$ cat config.mk
export PLATFORM = sky130hd
export DESIGN_NAME = pfs_status_regs
export DESIGN_NICKNAME = d
export VERILOG_FILES = /design/src/hw/pfs_status_regs.v
export VERILOG_INCLUDE_DIRS = /design/src /design/src/include
export SDC_FILE = /design/constraint.sdc
export NUM_CORES = 1
export LEC_CHECK = 0
export ABC_AREA = 1
export BUFFER_PORTS_ARGS = -buffer_cell sky130_fd_sc_hd__buf_2
export CAP_MARGIN = 25
export CORE_MARGIN = 2
export CORE_UTILIZATION = 35
export DETAILED_ROUTE_END_ITERATION = 7
export SETUP_SLACK_MARGIN = 0.15
export SYNTH_ARGS = -nofsm -noshare
export SYNTH_HDL_FRONTEND = slang
export SYNTH_SLANG_ARGS = --single-unit
$ cat constraint.sdc
create_clock -name clk_i -period 2.74 [get_ports clk_i]
set_input_delay 0.274 -clock clk_i [delete_from_list [all_inputs] [get_ports clk_i]]
set_output_delay 0.274 -clock clk_i [all_outputs]
set_load 0.01 [all_outputs]
$ cat src/include/pfs_defines.vh
`ifndef PFS_DEFINES_VH
`define PFS_DEFINES_VH
// ==========================================================
// Command codes
`define PFS_CMD_SUMMARY_BYTE 8'h78
`define PFS_CMD_SUMMARY_WORD 8'h79
`define PFS_CMD_VOUT_STATUS 8'h7A
`define PFS_CMD_IOUT_STATUS 8'h7B
`define PFS_CMD_INPUT_STATUS 8'h7C
// ==========================================================
// Number of outputs (pages)
`define PFS_PAGES 2
// ==========================================================
// Summary word bit positions
`define PFS_SW_VOUT 15
`define PFS_SW_IOUT 14
`define PFS_SW_INPUT 13
`define PFS_SW_VENDOR 12
`define PFS_SW_PG_N 11
`define PFS_SW_OTHER 9
`define PFS_SW_BUSY 7
`define PFS_SW_OFF 6
`define PFS_SW_VOUT_OV 5
`define PFS_SW_IOUT_OC 4
`define PFS_SW_VIN_UV 3
`define PFS_SW_TEMP 2
`define PFS_SW_CML 1
`define PFS_SW_NONE 0
// ==========================================================
// Detail register bit positions
`define PFS_VO_OV 7
`define PFS_VO_UV 4
`define PFS_IO_OC 7
`define PFS_IO_UC 4
`define PFS_IN_OV_FAULT 7
`define PFS_IN_OV_WARN 6
`define PFS_IN_UV_WARN 5
`define PFS_IN_UV_FAULT 4
// ==========================================================
// Reset values and answer lengths
`define PFS_RESET_WORD 16'h0000
`define PFS_RESET_BYTE 8'h00
`define PFS_LEN_ONE 2'h1
`define PFS_LEN_TWO 2'h2
`endif

$ cat src/hw/pfs_status_regs.v
`timescale 1ns/100ps
`default_nettype none
`include "pfs_defines.vh"

module pfs_status_regs
(
   // Clock and reset
   input wire clk_i,
   input wire srst_i,
   // Command access from the serial engine
   input wire rd_i,
   input wire wr_i,
   input wire [7:0] cmd_i,
   input wire [0:0] page_i,
   // Per-page fault events from the detectors
   input wire [1:0] output_overvoltage_fault_i,
   input wire [1:0] output_undervoltage_fault_i,
   input wire [1:0] output_overcurrent_fault_i,
   input wire [1:0] output_undercurrent_fault_i,
   input wire [1:0] busy_fault_i,
   // Global input supply events
   input wire input_overvoltage_fault_i,
   input wire input_overvoltage_warning_i,
   input wire input_undervoltage_warning_i,
   input wire input_undervoltage_fault_i,
   // Live conditions and summaries of other detail registers
   input wire [1:0] output_off_i,
   input wire [1:0] power_good_i,
   input wire [1:0] temp_any_i,
   input wire comms_memory_logic_flag_i,
   input wire vendor_class_flag_i,
   // Clears all latched status
   input wire clear_faults_i,
   // Read answer
   output reg rd_valid_o,
   output reg rd_hit_o,
   output reg [1:0] rd_len_o,
   output reg [15:0] rd_data_o,
   // Write attempt to a read-only code
   output reg ro_write_err_o
);

   // ==========================================================
   // Latched detail storage
   // Event inputs come from detectors on clk_i, so no synchroniser is placed here
   reg [1:0] vo_ov;
   reg [1:0] vo_uv;
   reg [1:0] io_oc;
   reg [1:0] io_uc;
   reg [1:0] busy;
   reg [3:0] in_st;

   // ==========================================================
   // Detail and summary decode
   function [7:0] vout_byte;
      input ov;
      input uv;
      begin
         vout_byte = `PFS_RESET_BYTE;
         vout_byte[`PFS_VO_OV] = ov;
         vout_byte[`PFS_VO_UV] = uv;
      end
   endfunction

   function [7:0] iout_byte;
      input oc;
      input uc;
      begin
         iout_byte = `PFS_RESET_BYTE;
         iout_byte[`PFS_IO_OC] = oc;
         iout_byte[`PFS_IO_UC] = uc;
      end
   endfunction

   // Input byte holds fault/warning bits in 7:4, zeros below
   function [7:0] input_byte;
      input [3:0] st;
      begin
         input_byte = {st, 4'h0};
      end
   endfunction

   // Sticky update for a per-page pair; the event term is ORed last so it wins
   function [1:0] sticky_pair;
      input [1:0] held;
      input [1:0] event_in;
      input clear;
      begin
         sticky_pair = (clear ? 2'h0 : held) | event_in;
      end
   endfunction

   // Same update for the four global input bits
   function [3:0] sticky_quad;
      input [3:0] held;
      input [3:0] event_in;
      input clear;
      begin
         sticky_quad = (clear ? 4'h0 : held) | event_in;
      end
   endfunction

   // True for the five status codes handled here
   function is_status_code;
      input [7:0] code;
      begin
         is_status_code = (code == `PFS_CMD_SUMMARY_BYTE) |
            (code == `PFS_CMD_SUMMARY_WORD) |
            (code == `PFS_CMD_VOUT_STATUS) |
            (code == `PFS_CMD_IOUT_STATUS) |
            (code == `PFS_CMD_INPUT_STATUS);
      end
   endfunction

   // Computed from live detail bits so summary never lags a detail read
   function [15:0] summary;
      input [7:0] vo;
      input [7:0] io;
      input [7:0] inp;
      input bsy;
      input off;
      input pg;
      input tmp;
      input comms_memory_logic_flag;
      input vnd;
      reg [7:0] low;
      begin
         summary = `PFS_RESET_WORD;
         summary[`PFS_SW_VOUT] = |vo;
         summary[`PFS_SW_IOUT] = |io;
         summary[`PFS_SW_INPUT] = |inp;
         summary[`PFS_SW_VENDOR] = vnd;
         summary[`PFS_SW_PG_N] = ~pg;
         summary[`PFS_SW_OTHER] = (|vo) | (|io) | (|inp) | tmp | comms_memory_logic_flag | vnd;
         summary[`PFS_SW_BUSY] = bsy;
         summary[`PFS_SW_OFF] = off;
         summary[`PFS_SW_VOUT_OV] = vo[`PFS_VO_OV];
         summary[`PFS_SW_IOUT_OC] = io[`PFS_IO_OC];
         summary[`PFS_SW_VIN_UV] = inp[`PFS_IN_UV_FAULT];
         summary[`PFS_SW_TEMP] = tmp;
         summary[`PFS_SW_CML] = comms_memory_logic_flag;
         low = summary[7:0];
         // Anything in bits 15:11 not already shown in bits 7:1
         summary[`PFS_SW_NONE] = (|summary[15:11]) & ~(|low[7:1]);
      end
   endfunction

   // ==========================================================
   // Selected-page views
   wire [7:0] sel_vo;
   wire [7:0] sel_io;
   wire [7:0] sel_in;
   wire [15:0] sel_sw;
   assign sel_vo = vout_byte(vo_ov[page_i], vo_uv[page_i]);
   assign sel_io = iout_byte(io_oc[page_i], io_uc[page_i]);
   assign sel_in = input_byte(in_st);
   // Per-page latched busy bit and live flags picked by the page pointer
   // The page is only meaningful with a read strobe; between reads either page may show
   wire sel_busy;
   wire sel_off;
   wire sel_pg;
   wire sel_tmp;
   assign sel_busy = busy[page_i];
   assign sel_off = output_off_i[page_i];
   assign sel_pg = power_good_i[page_i];
   assign sel_tmp = temp_any_i[page_i];
   assign sel_sw = summary(sel_vo, sel_io, sel_in, sel_busy, sel_off, sel_pg, sel_tmp,
      comms_memory_logic_flag_i, vendor_class_flag_i);

   // One decode serves both the read hit and the write error
   wire own_code;
   assign own_code = is_status_code(cmd_i);

   // ==========================================================
   // Sticky status bits; a new event wins over a same-cycle clear,
   // so a fault that lands on the clear strobe is never lost

   // Output overvoltage, one bit per page
   always @(posedge clk_i)
   begin
      if (srst_i)
         vo_ov <= 2'h0;
      else
         vo_ov <= sticky_pair(vo_ov, output_overvoltage_fault_i, clear_faults_i);
   end

   // Output undervoltage, one bit per page
   always @(posedge clk_i)
   begin
      if (srst_i)
         vo_uv <= 2'h0;
      else
         vo_uv <= sticky_pair(vo_uv, output_undervoltage_fault_i, clear_faults_i);
   end

   // Output overcurrent, one bit per page
   always @(posedge clk_i)
   begin
      if (srst_i)
         io_oc <= 2'h0;
      else
         io_oc <= sticky_pair(io_oc, output_overcurrent_fault_i, clear_faults_i);
   end

   // Output undercurrent, one bit per page
   always @(posedge clk_i)
   begin
      if (srst_i)
         io_uc <= 2'h0;
      else
         io_uc <= sticky_pair(io_uc, output_undercurrent_fault_i, clear_faults_i);
   end

   // Busy fault, one bit per page
   always @(posedge clk_i)
   begin
      if (srst_i)
         busy <= 2'h0;
      else
         busy <= sticky_pair(busy, busy_fault_i, clear_faults_i);
   end

   // Global input bits, shared by both pages
   always @(posedge clk_i)
   begin
      if (srst_i)
         in_st <= 4'h0;
      else
         in_st <= sticky_quad(in_st, {input_overvoltage_fault_i,
            input_overvoltage_warning_i, input_undervoltage_warning_i,
            input_undervoltage_fault_i}, clear_faults_i);
   end

   // ==========================================================
   // Answer decode; unknown codes give no data and length zero
   // Decoded every cycle, only a read strobe lets it into the output flops
   reg next_rd_hit;
   reg [1:0] next_rd_len;
   reg [15:0] next_rd_data;

   always @*
   begin
      next_rd_hit = own_code;
      next_rd_len = `PFS_LEN_ONE;
      next_rd_data = `PFS_RESET_WORD;
      case (cmd_i)
         `PFS_CMD_SUMMARY_BYTE: next_rd_data = {`PFS_RESET_BYTE, sel_sw[7:0]};
         `PFS_CMD_SUMMARY_WORD:
         begin
            next_rd_data = sel_sw;
            next_rd_len = `PFS_LEN_TWO;
         end
         `PFS_CMD_VOUT_STATUS: next_rd_data = {`PFS_RESET_BYTE, sel_vo};
         `PFS_CMD_IOUT_STATUS: next_rd_data = {`PFS_RESET_BYTE, sel_io};
         `PFS_CMD_INPUT_STATUS: next_rd_data = {`PFS_RESET_BYTE, sel_in};
         default: next_rd_len = 2'h0; // Unknown code: no data
      endcase
   end

   // ==========================================================
   // Read answer, one cycle after the strobe; writes only set ro_write_err_o
   always @(posedge clk_i)
   begin
      if (srst_i)
      begin
         rd_valid_o <= 1'h0;
         rd_hit_o <= 1'h0;
         rd_len_o <= 2'h0;
         rd_data_o <= `PFS_RESET_WORD;
         ro_write_err_o <= 1'h0;
      end
      else
      begin
         rd_valid_o <= rd_i;
         ro_write_err_o <= wr_i & own_code;
         // Fields hold until the next read so a slow host can still fetch them
         if (rd_i)
         begin
            rd_hit_o <= next_rd_hit;
            rd_len_o <= next_rd_len;
            rd_data_o <= next_rd_data;
         end
      end
   end

endmodule // pfs_status_regs
`default_nettype wire

# After elaboration in Yosys (flattened, before gate mapping)
# Index checks and enable logic that the tools add are counted.
# W data, S select, Z words.
# classes
eq_ne	5
reduce_logical	6
mux	24
bitwise_logic	19
magnitude_cmp	1
# ops
op	count
$pmux W16 S5	1
$eq A8 B7 Y1 const B	5
$mux W1	16
$mux W2	5
$or A2 B2 Y2	5
$reduce_or A10 Y1	1
$or A1 B1 Y1	9
$reduce_or A4 Y1	2
$reduce_or A7 Y1	1
$mux W4	1
$or A4 B4 Y4	1
$pmux W2 S2	1
$reduce_or A2 Y1	2
$and A1 B1 Y1	2
$lt A1 B2 Y1 const B	1
$not A1 Y1	2
# word_totals
inputBits	36
output_inout_bits	21
regBits	35
wordCells	66

# Depth between registers and ports, before layout
# Gate-level depths: netlist of run 1.
# logic_depth
ltp_word	9
mapped_depth	10
mapped_depth_nobuf	9

# Least setup slack after synthesis of run 1
# No wires, ideal clock.
# synth_path
path_kind	input port to flip-flop
from	in cmd_i[2]
to	reg rd_hit_o
cell_stages	7
n_path_buf	0
arrival_ns	0.937
setup_ns	0.138
required_ns	2.602
setup_slack_ns	1.665
cell_sequence	inv_1 nand2_1 nor2_1 o21ai_0 nand4_1 nand2_1 a21oi_1
# synth_between
elab_chain_len	5
# synth_lines
item	line_no	rtl
from (decl)	pfs_status_regs.v:13	input wire [7:0] cmd_i,
$eq A8 B7 Y1	--	
$or A1 B1 Y1 (3 in a row)	pfs_status_regs.v:107	is_status_code = (code == `PFS_CMD_SUMMARY_BYTE) |
$or A1 B1 Y1 *	pfs_status_regs.v:107	
to (signal assigned)	pfs_status_regs.v:279	rd_hit_o <= next_rd_hit;
to (decl)	pfs_status_regs.v:36	output reg rd_hit_o,
# Every way passes the cells marked *; elsewhere a longest branch is shown, timed or not.
# A chain may end at the register's enable or synchronous reset.

==> results of run 1 <==
==> sequential cells by signal, indices dropped and copies added (netlist names) <==
register / cells
rd_data_o: 14
in_st: 4
busy: 2
io_oc: 2
io_uc: 2
rd_len_o: 2
vo_ov: 2
vo_uv: 2
rd_hit_o: 1
rd_valid_o: 1
ro_write_err_o: 1
==> cell type report <==
type | count | area share [%]
flip-flops and latches | 33 | 35.3
repair buffers | 54 | 14.4
multi-input cells | 155 | 38.9
well taps | 50 | 3.34
clock buffers | 7 | 4.61
inverters | 17 | 3.41
==> cell usage after synthesis (2+ instances only) <==
library cell,n
sky130_fd_sc_hd__inv_1,15
sky130_fd_sc_hd__o21ai_0,4
sky130_fd_sc_hd__a21oi_1,26
sky130_fd_sc_hd__nor2_2,2
sky130_fd_sc_hd__buf_6,2
sky130_fd_sc_hd__o21ai_1,2
sky130_fd_sc_hd__nor2_1,27
sky130_fd_sc_hd__a21oi_2,4
sky130_fd_sc_hd__nand2_4,2
sky130_fd_sc_hd__nand2_1,63
sky130_fd_sc_hd__clkbuf_1,4
sky130_fd_sc_hd__dfxtp_1,33
sky130_fd_sc_hd__nand3b_1,2
sky130_fd_sc_hd__nand4_1,2
sky130_fd_sc_hd__nand3_1,11
sky130_fd_sc_hd__nor3_1,2
sky130_fd_sc_hd__buf_4,2
==> power breakdown <==
group          switching (uW)  leakage [uW]  internal, uW  total, uW
sequential               9.20      0.000271           496        505
clock                     167     0.0000443           199        366
combinational            65.7      0.000593          41.0        107
==> kinds of logic after synthesis <==
family | Yosys count | synth area share (%)
DFF | 33 | 43.7
muxes | 1 | 0.663
other | 1 | 0.248
and+or+nand+nor | 114 | 33.1
buffers and inverters | 27 | 8.28
AOI/OAI and AO/OA | 38 | 14.0
==> layout by cell type (no fill, tap or decap), types with 2 or more instances in the layout <==
cell and count:
sky130_fd_sc_hd__inv_1 15, sky130_fd_sc_hd__buf_2 54, sky130_fd_sc_hd__nand2_4 2, sky130_fd_sc_hd__nand3b_1 2, sky130_fd_sc_hd__dfxtp_1 33, sky130_fd_sc_hd__nand4_1 2, sky130_fd_sc_hd__nand3_1 11, sky130_fd_sc_hd__clkbuf_8 6
sky130_fd_sc_hd__a21oi_1 26, sky130_fd_sc_hd__nand2_1 63, sky130_fd_sc_hd__nor2_1 27, sky130_fd_sc_hd__a21oi_2 4, sky130_fd_sc_hd__nor2_2 2, sky130_fd_sc_hd__conb_1 2, sky130_fd_sc_hd__nor3_1 2, sky130_fd_sc_hd__o21ai_0 4
sky130_fd_sc_hd__o21ai_1 2
==> critical path: stages <==
cell and delay (ns):
sky130_fd_sc_hd__buf_2 0.21, sky130_fd_sc_hd__clkinv_1 0.44, sky130_fd_sc_hd__nor2_4 0.33, sky130_fd_sc_hd__o21ai_1 0.10, sky130_fd_sc_hd__a21oi_1 0.12
==> per-stage QoR <==
step                      std cells  area (sq um)
after floorplan                 215          1510
after global placement          309          1790
after detailed placement        309          1790
final                           316          1870
after global routing            316          1870
after CTS                       316          1870
==> routing by layer <==
metal	share of wire, %	vias up	track usage (%)
li1	-	780	-
met1	48	638	19.1
met2	44	44	26.5
met3	6.5	6	4.36
met4	1.6	0	6.62
met5	0	-	0
==> how the worst min path moves through the flow <==
stage	start	to	slack (ns)	cells after the start
after floorplan	busy_fault_i[0]	busy[0]	0.39	2
after global placement	rd_data_o[9]	rd_data_o[9]	0.46	2
after detailed placement	rd_data_o[12]	rd_data_o[12]	0.46	2
after CTS	output_undercurrent_fault_i[0]	io_uc[0]	0.19	3
after global routing	output_undercurrent_fault_i[0]	io_uc[0]	0.19	3
final	output_undervoltage_fault_i[1]	vo_uv[1]	0.19	3
==> metrics.yaml, run 1 <==
clock_tree:
  path_clk_slew_ns: 0.06
  cts_post_setup_buffers_inserted: 0
  post_cts_resize_count: 0
  tritoncts: "yes"
  clk_latency_ns: 0.28
  post_cts_hold_buffer_count: 0
  cts_max_level: 2
  clockRootBuffer: "sky130_fd_sc_hd__clkbuf_8"
  cts.path.max_buffers: 2
  cts-buffers-inserted: 5
  cts.sinks: 33
place:
  place.port_buffers: 54
  place_congestion: 0.832
  post-dp-hpwl_um: 2690
  dpl_worst_slack_ns: 1.15
detailed_routing:
  initialDrtViolationCount: 63
  drc: 0
  route.vias.total: 1468
  drt-total-wl_um: 3540
  avgViaCountPerCell: 4.65
  ant_nets: 0
  detail_route.wl_per_cell_um: 11.2
  first_pass_iters: 4
global_route:
  antenna_violations_before_repair: 0
  number_of_global_route_vias_before_repair: 1471
  grtUsageTotal_pct: 15.8
  grt_first_pass_wirelength_um: 6100
  pin_count_of_the_biggest_net_entering_global_routing: 32
  grt_overflow: 0
sta:
  maxSlewHeadroom_pct: 59.1
  post-route-min-period_ns: 1.27
  post-route-worst-setup-slack_ns: 1.47
  tightest_slew_ns: 0.614
  final-hold-violation-count: 0
  setup-violations-final: 0
  fin_setup_tns_ns: 0
  timing.hold.ws_ns: 0.190
  final.setup_skew_ns: 0.00420
  rsz0062_at_grt: "false"
  slew_violations: 0
  finalCritPeriodShare_pct: 46.3
  maxClockFrequency_mhz: 788
final_layout:
  reg_area_sq_um: 661
  design.final.nets: 302
  multi_input_area_sq_um: 728
  diodes: 0
  filler_cell_count: 458
  final_core_util_pct: 45.8
  final_layout_size_suffix_gt1_share_pct: 27.1
  flow.area_growth_from_synthesis_pct: 23.9
die:
  boundaryPins: 57
  die_area_sq_mm: 0.00486
  core.rowCount: 23
  dieHeight_um: 69.7
  start_util_pct: 37.0
  coreArea_sq_mm: 0.00409
  dieWidth_um: 69.7
critical_path:
  crit-reg2reg-launch: "vo_uv[1]"
  regToRegEndpoint: "rd_data_o[9]"
  cp.arrival_ns: 1.49
  critical_path_required_ns: 2.96
  timing_worst_setup_path_type: "input pin to flop"
  setup.worst_path.end_class: "flop"
  critical_path.max_fanout: 17
  crit_path_start: "rd_i"
  worst-r2r-setup-slack_ns: 1.56
  worst-r2r-cell-count: 8
  timing.critical_path.from_type: "input pin"
  worst_setup_path_endpoint: "rd_data_o[14]"
logic_synthesis:
  synth_area_leader_cell: "sky130_fd_sc_hd__dfxtp_1"
  yosys-top-cells-area: "sky130_fd_sc_hd__dfxtp_1 44%, sky130_fd_sc_hd__nand2_1 16%, sky130_fd_sc_hd__a21oi_1 8.6%, sky130_fd_sc_hd__nor2_1 6.7%, sky130_fd_sc_hd__inv_1 3.7%"
  synth_warnings: 0
  post_synth_instance_area_sq_mm: 0.00151
  postSynthAreaPerCell_sq_um: 7.06
  postSynth.topFlopCell: "sky130_fd_sc_hd__dfxtp_1"
  synth_seq_cells: 33
  number_of_instances_in_the_synthesized_netlist: 214
  seq_area_frac_synth_pct: 43.7
  yosysUniqueCellTypes: 28
  async_flop_share_pct: 0
  post_synth_edffs: 0
  yosys.area.top_type_share_pct: 43.7
power:
  ratio_of_total_power_to_cell_area_mw_per_mm2: 522
  max-vdd-ir-drop_mv: 0.235
  report.power.total_uw: 978
  cellLeakagePower_uw: 0.000908
run_status:
  status: "completed"
min_path:
  timing.hold.worst.class: "input pin to flop"
flow_run:
  drv.max_cap_violation_count: 0
(Power assumes the default switching activity.)
==> run 2: changes to the inputs <==
==> constraint.sdc (replaced) <==
create_clock -name clk_i -period 1.08 [get_ports clk_i]
set_input_delay 0.108 -clock clk_i [delete_from_list [all_inputs] [get_ports clk_i]]
set_output_delay 0.108 -clock clk_i [all_outputs]
set_load 0.01 [all_outputs]
==> metrics.yaml, run 2 (same netlist as run 1, synthesis figures left out) <==
clock_tree:
  clk_latency_ns: 0.28  # about the same
  cts-buffers-inserted: 5  # unchanged
  cts.sinks: 33  # unchanged
  cts_max_level: 2  # unchanged
  clockRootBuffer: "sky130_fd_sc_hd__clkbuf_8"  # unchanged
  post_cts_hold_buffer_count: 0  # unchanged
  tritoncts: "yes"  # unchanged
  cts.path.max_buffers: 2  # unchanged
  path_clk_slew_ns: 0.07  # was 0.06 ns
min_path:
  timing.hold.worst.class: "input pin to flop"  # unchanged
  worst_hold_start: "input_overvoltage_fault_i"  # was output_undervoltage_fault_i[1]
die:
  dieWidth_um: 69.7  # unchanged
  boundaryPins: 57  # unchanged
  dieHeight_um: 69.7  # unchanged
  die_area_sq_mm: 0.00486  # unchanged
  core.rowCount: 23  # unchanged
  start_util_pct: 37.0  # unchanged
  coreArea_sq_mm: 0.00409  # unchanged
sta:
  maxClockFrequency_mhz: 928
  final.setup_skew_ns: 0.00421  # was 0.00420 ns
  post-route-min-period_ns: 1.08
  fin_setup_tns_ns: 0  # unchanged
  final-hold-violation-count: 0  # unchanged
  rsz0062_at_grt: "true"  # was false
  timing.hold.ws_ns: 0.0254  # was 0.190 ns
  setup-violations-final: 0  # unchanged
  slew_violations: 0  # unchanged
  finalCritPeriodShare_pct: 99.8
detailed_routing:
  route.vias.total: 1546  # was 1468
  detail_route.wl_per_cell_um: 11.0  # was 11.2 um
  first_pass_iters: 4  # unchanged
  avgViaCountPerCell: 4.55  # was 4.65
  ant_nets: 0  # unchanged
  initialDrtViolationCount: 36  # was 63
  drc: 0  # unchanged
  drt-total-wl_um: 3750  # was 3540 um
critical_path:
  crit_path_start: "vo_uv[0]"  # was rd_i
  crit-reg2reg-launch: "vo_uv[0]"  # was vo_uv[1]
  critical_path_required_ns: 1.25  # was 2.96 ns
  path_common_cell: "sky130_fd_sc_hd__nor2_1"
  timing.critical_path.from_type: "flop"  # was input pin
  critical-path-slowest-cell: "sky130_fd_sc_hd__dfxtp_1"  # was sky130_fd_sc_hd__clkinv_1
  timing_worst_setup_path_type: "flop to flop"  # was input pin to flop
  critical_path_buffer_and_inverter_count: 1  # was 2
  cp_top_family: "flip-flops"  # was buffers and inverters
  cp.arrival_ns: 1.24  # was 1.49 ns
  timing.critical_path.cells: "o21ai_2 > buf_4 > nor2_1 > nor2_1 > nand2_1 > nand2_2 > a21oi_2"  # was buf_2 > clkinv_1 > nor2_4 > o21ai_1 > a21oi_1
  crit_path_max_incr_delay_ns: 0.32  # was 0.44 ns
  setup.worst_path.end_class: "flop"  # unchanged
  critical_path.max_fanout: 2  # was 17
final_layout:
  design.final.nets: 325  # was 302
  finalNonFillerCells: 340  # was 316
  diodes: 0  # unchanged
  layout.cells.most_common: "sky130_fd_sc_hd__buf_2"  # was sky130_fd_sc_hd__nand2_1
  flow.area_growth_from_synthesis_pct: 46.9  # was 23.9%
  largest_reg_flops: 14  # unchanged
  top_regs: "rd_data_o x14, in_st x4"  # unchanged
  final_layout_size_suffix_gt1_share_pct: 46.2  # was 27.1%
  top_register: "rd_data_o"  # unchanged
  most-common-layout-cells: "54 x sky130_fd_sc_hd__buf_2, 48 x sky130_fd_sc_hd__nand2_1, 25 x sky130_fd_sc_hd__nor2_1, 25 x sky130_fd_sc_hd__dfxtp_1, 22 x sky130_fd_sc_hd__a21oi_1"  # was 63 x sky130_fd_sc_hd__nand2_1, 54 x sky130_fd_sc_hd__buf_2, 33 x sky130_fd_sc_hd__dfxtp_1, 27 x sky130_fd_sc_hd__nor2_1, 26 x sky130_fd_sc_hd__a21oi_1
place:
  post-dp-hpwl_um: 2870  # was 2690 um
  place_congestion: 0.931  # was 0.832
  placed_cells: 328  # was 309
  place.port_buffers: 54  # unchanged
flow_run:
  drv.max_cap_violation_count: 0  # unchanged
power:
  cellLeakagePower_uw: 0.00105  # was 0.000908 uW
  max-vdd-ir-drop_mv: 0.649  # was 0.235 mV
  report.power.total_uw: 2870  # was 978 uW
  ratio_of_total_power_to_cell_area_mw_per_mm2: 1290  # was 522 mW/mm^2
global_route:
  antenna_violations_before_repair: 0  # unchanged
  pin_count_of_the_biggest_net_entering_global_routing: 29  # was 32
  grt_overflow: 0  # unchanged
  number_of_global_route_vias_before_repair: 1487  # was 1471
  grtUsageTotal_pct: 16.5  # was 15.8%
  grt_first_pass_wirelength_um: 6410  # was 6100 um
run_status:
  status: "completed"  # unchanged
-- run 2: worst paths after layout --
path	to	slack (ns)	depth (start not counted)
max reg2reg	rd_data_o[4]	0.002	7
min	in_st[3]	0.03	3
min reg2reg	rd_len_o[1]	0.46	2
max	rd_data_o[4]	0.002	7
-- run 2: report_power, final --
part / switching (uW) / internal (uW)
Clock: 427 / 751
Sequential: 25.0 / 1260
Combinational: 212 / 189
-- run 2: per-layer routing --
metal  part of all wire [%]  track usage, %
met1                     45            19.6
met2                     48            27.2
met3                    6.6            6.69
met4                   0.61            5.13
met5                      0               0
-- run 2: stage by stage --
stage	setup WS (ns)	util [%]	instance area, sq um
3_3_place_gp	-0.0873	47.3	1930
5_1_grt	-0.0940	54.3	2220
2_1_floorplan	0.132	-	1520
4_1_cts	0.0163	51.5	2100
3_5_place_dp	-0.0963	47.3	1930
6_report	0.00222	54.3	2220
-- run 2: layout make-up --
class | instances | area [sq um]
inverter | 17 | 66.3
tap | 50 | 62.6
clock buffer | 7 | 86.3
clock inverter | 1 | 30.0
sequential | 33 | 671
timing repair buffer | 77 | 465
fill | 424 | 1870
multi-input combinational | 155 | 837
-- run 2: what timing repair did --
action                     4_1_cts  5_1_grt
setup buffers                    3        0
resized for setup               13       39
gates cloned                     0        1
setup endpoints to repair        7       12
pin swaps                        2       13
-- run 2: worst reg2reg max path: stages, from the launching register on --
cell	delay (ns)
sky130_fd_sc_hd__dfxtp_1	0.32
sky130_fd_sc_hd__o21ai_2	0.20
sky130_fd_sc_hd__buf_4	0.15
sky130_fd_sc_hd__nor2_1	0.03
sky130_fd_sc_hd__nor2_1	0.09
sky130_fd_sc_hd__nand2_1	0.07
sky130_fd_sc_hd__nand2_2	0.06
sky130_fd_sc_hd__a21oi_2	0.04
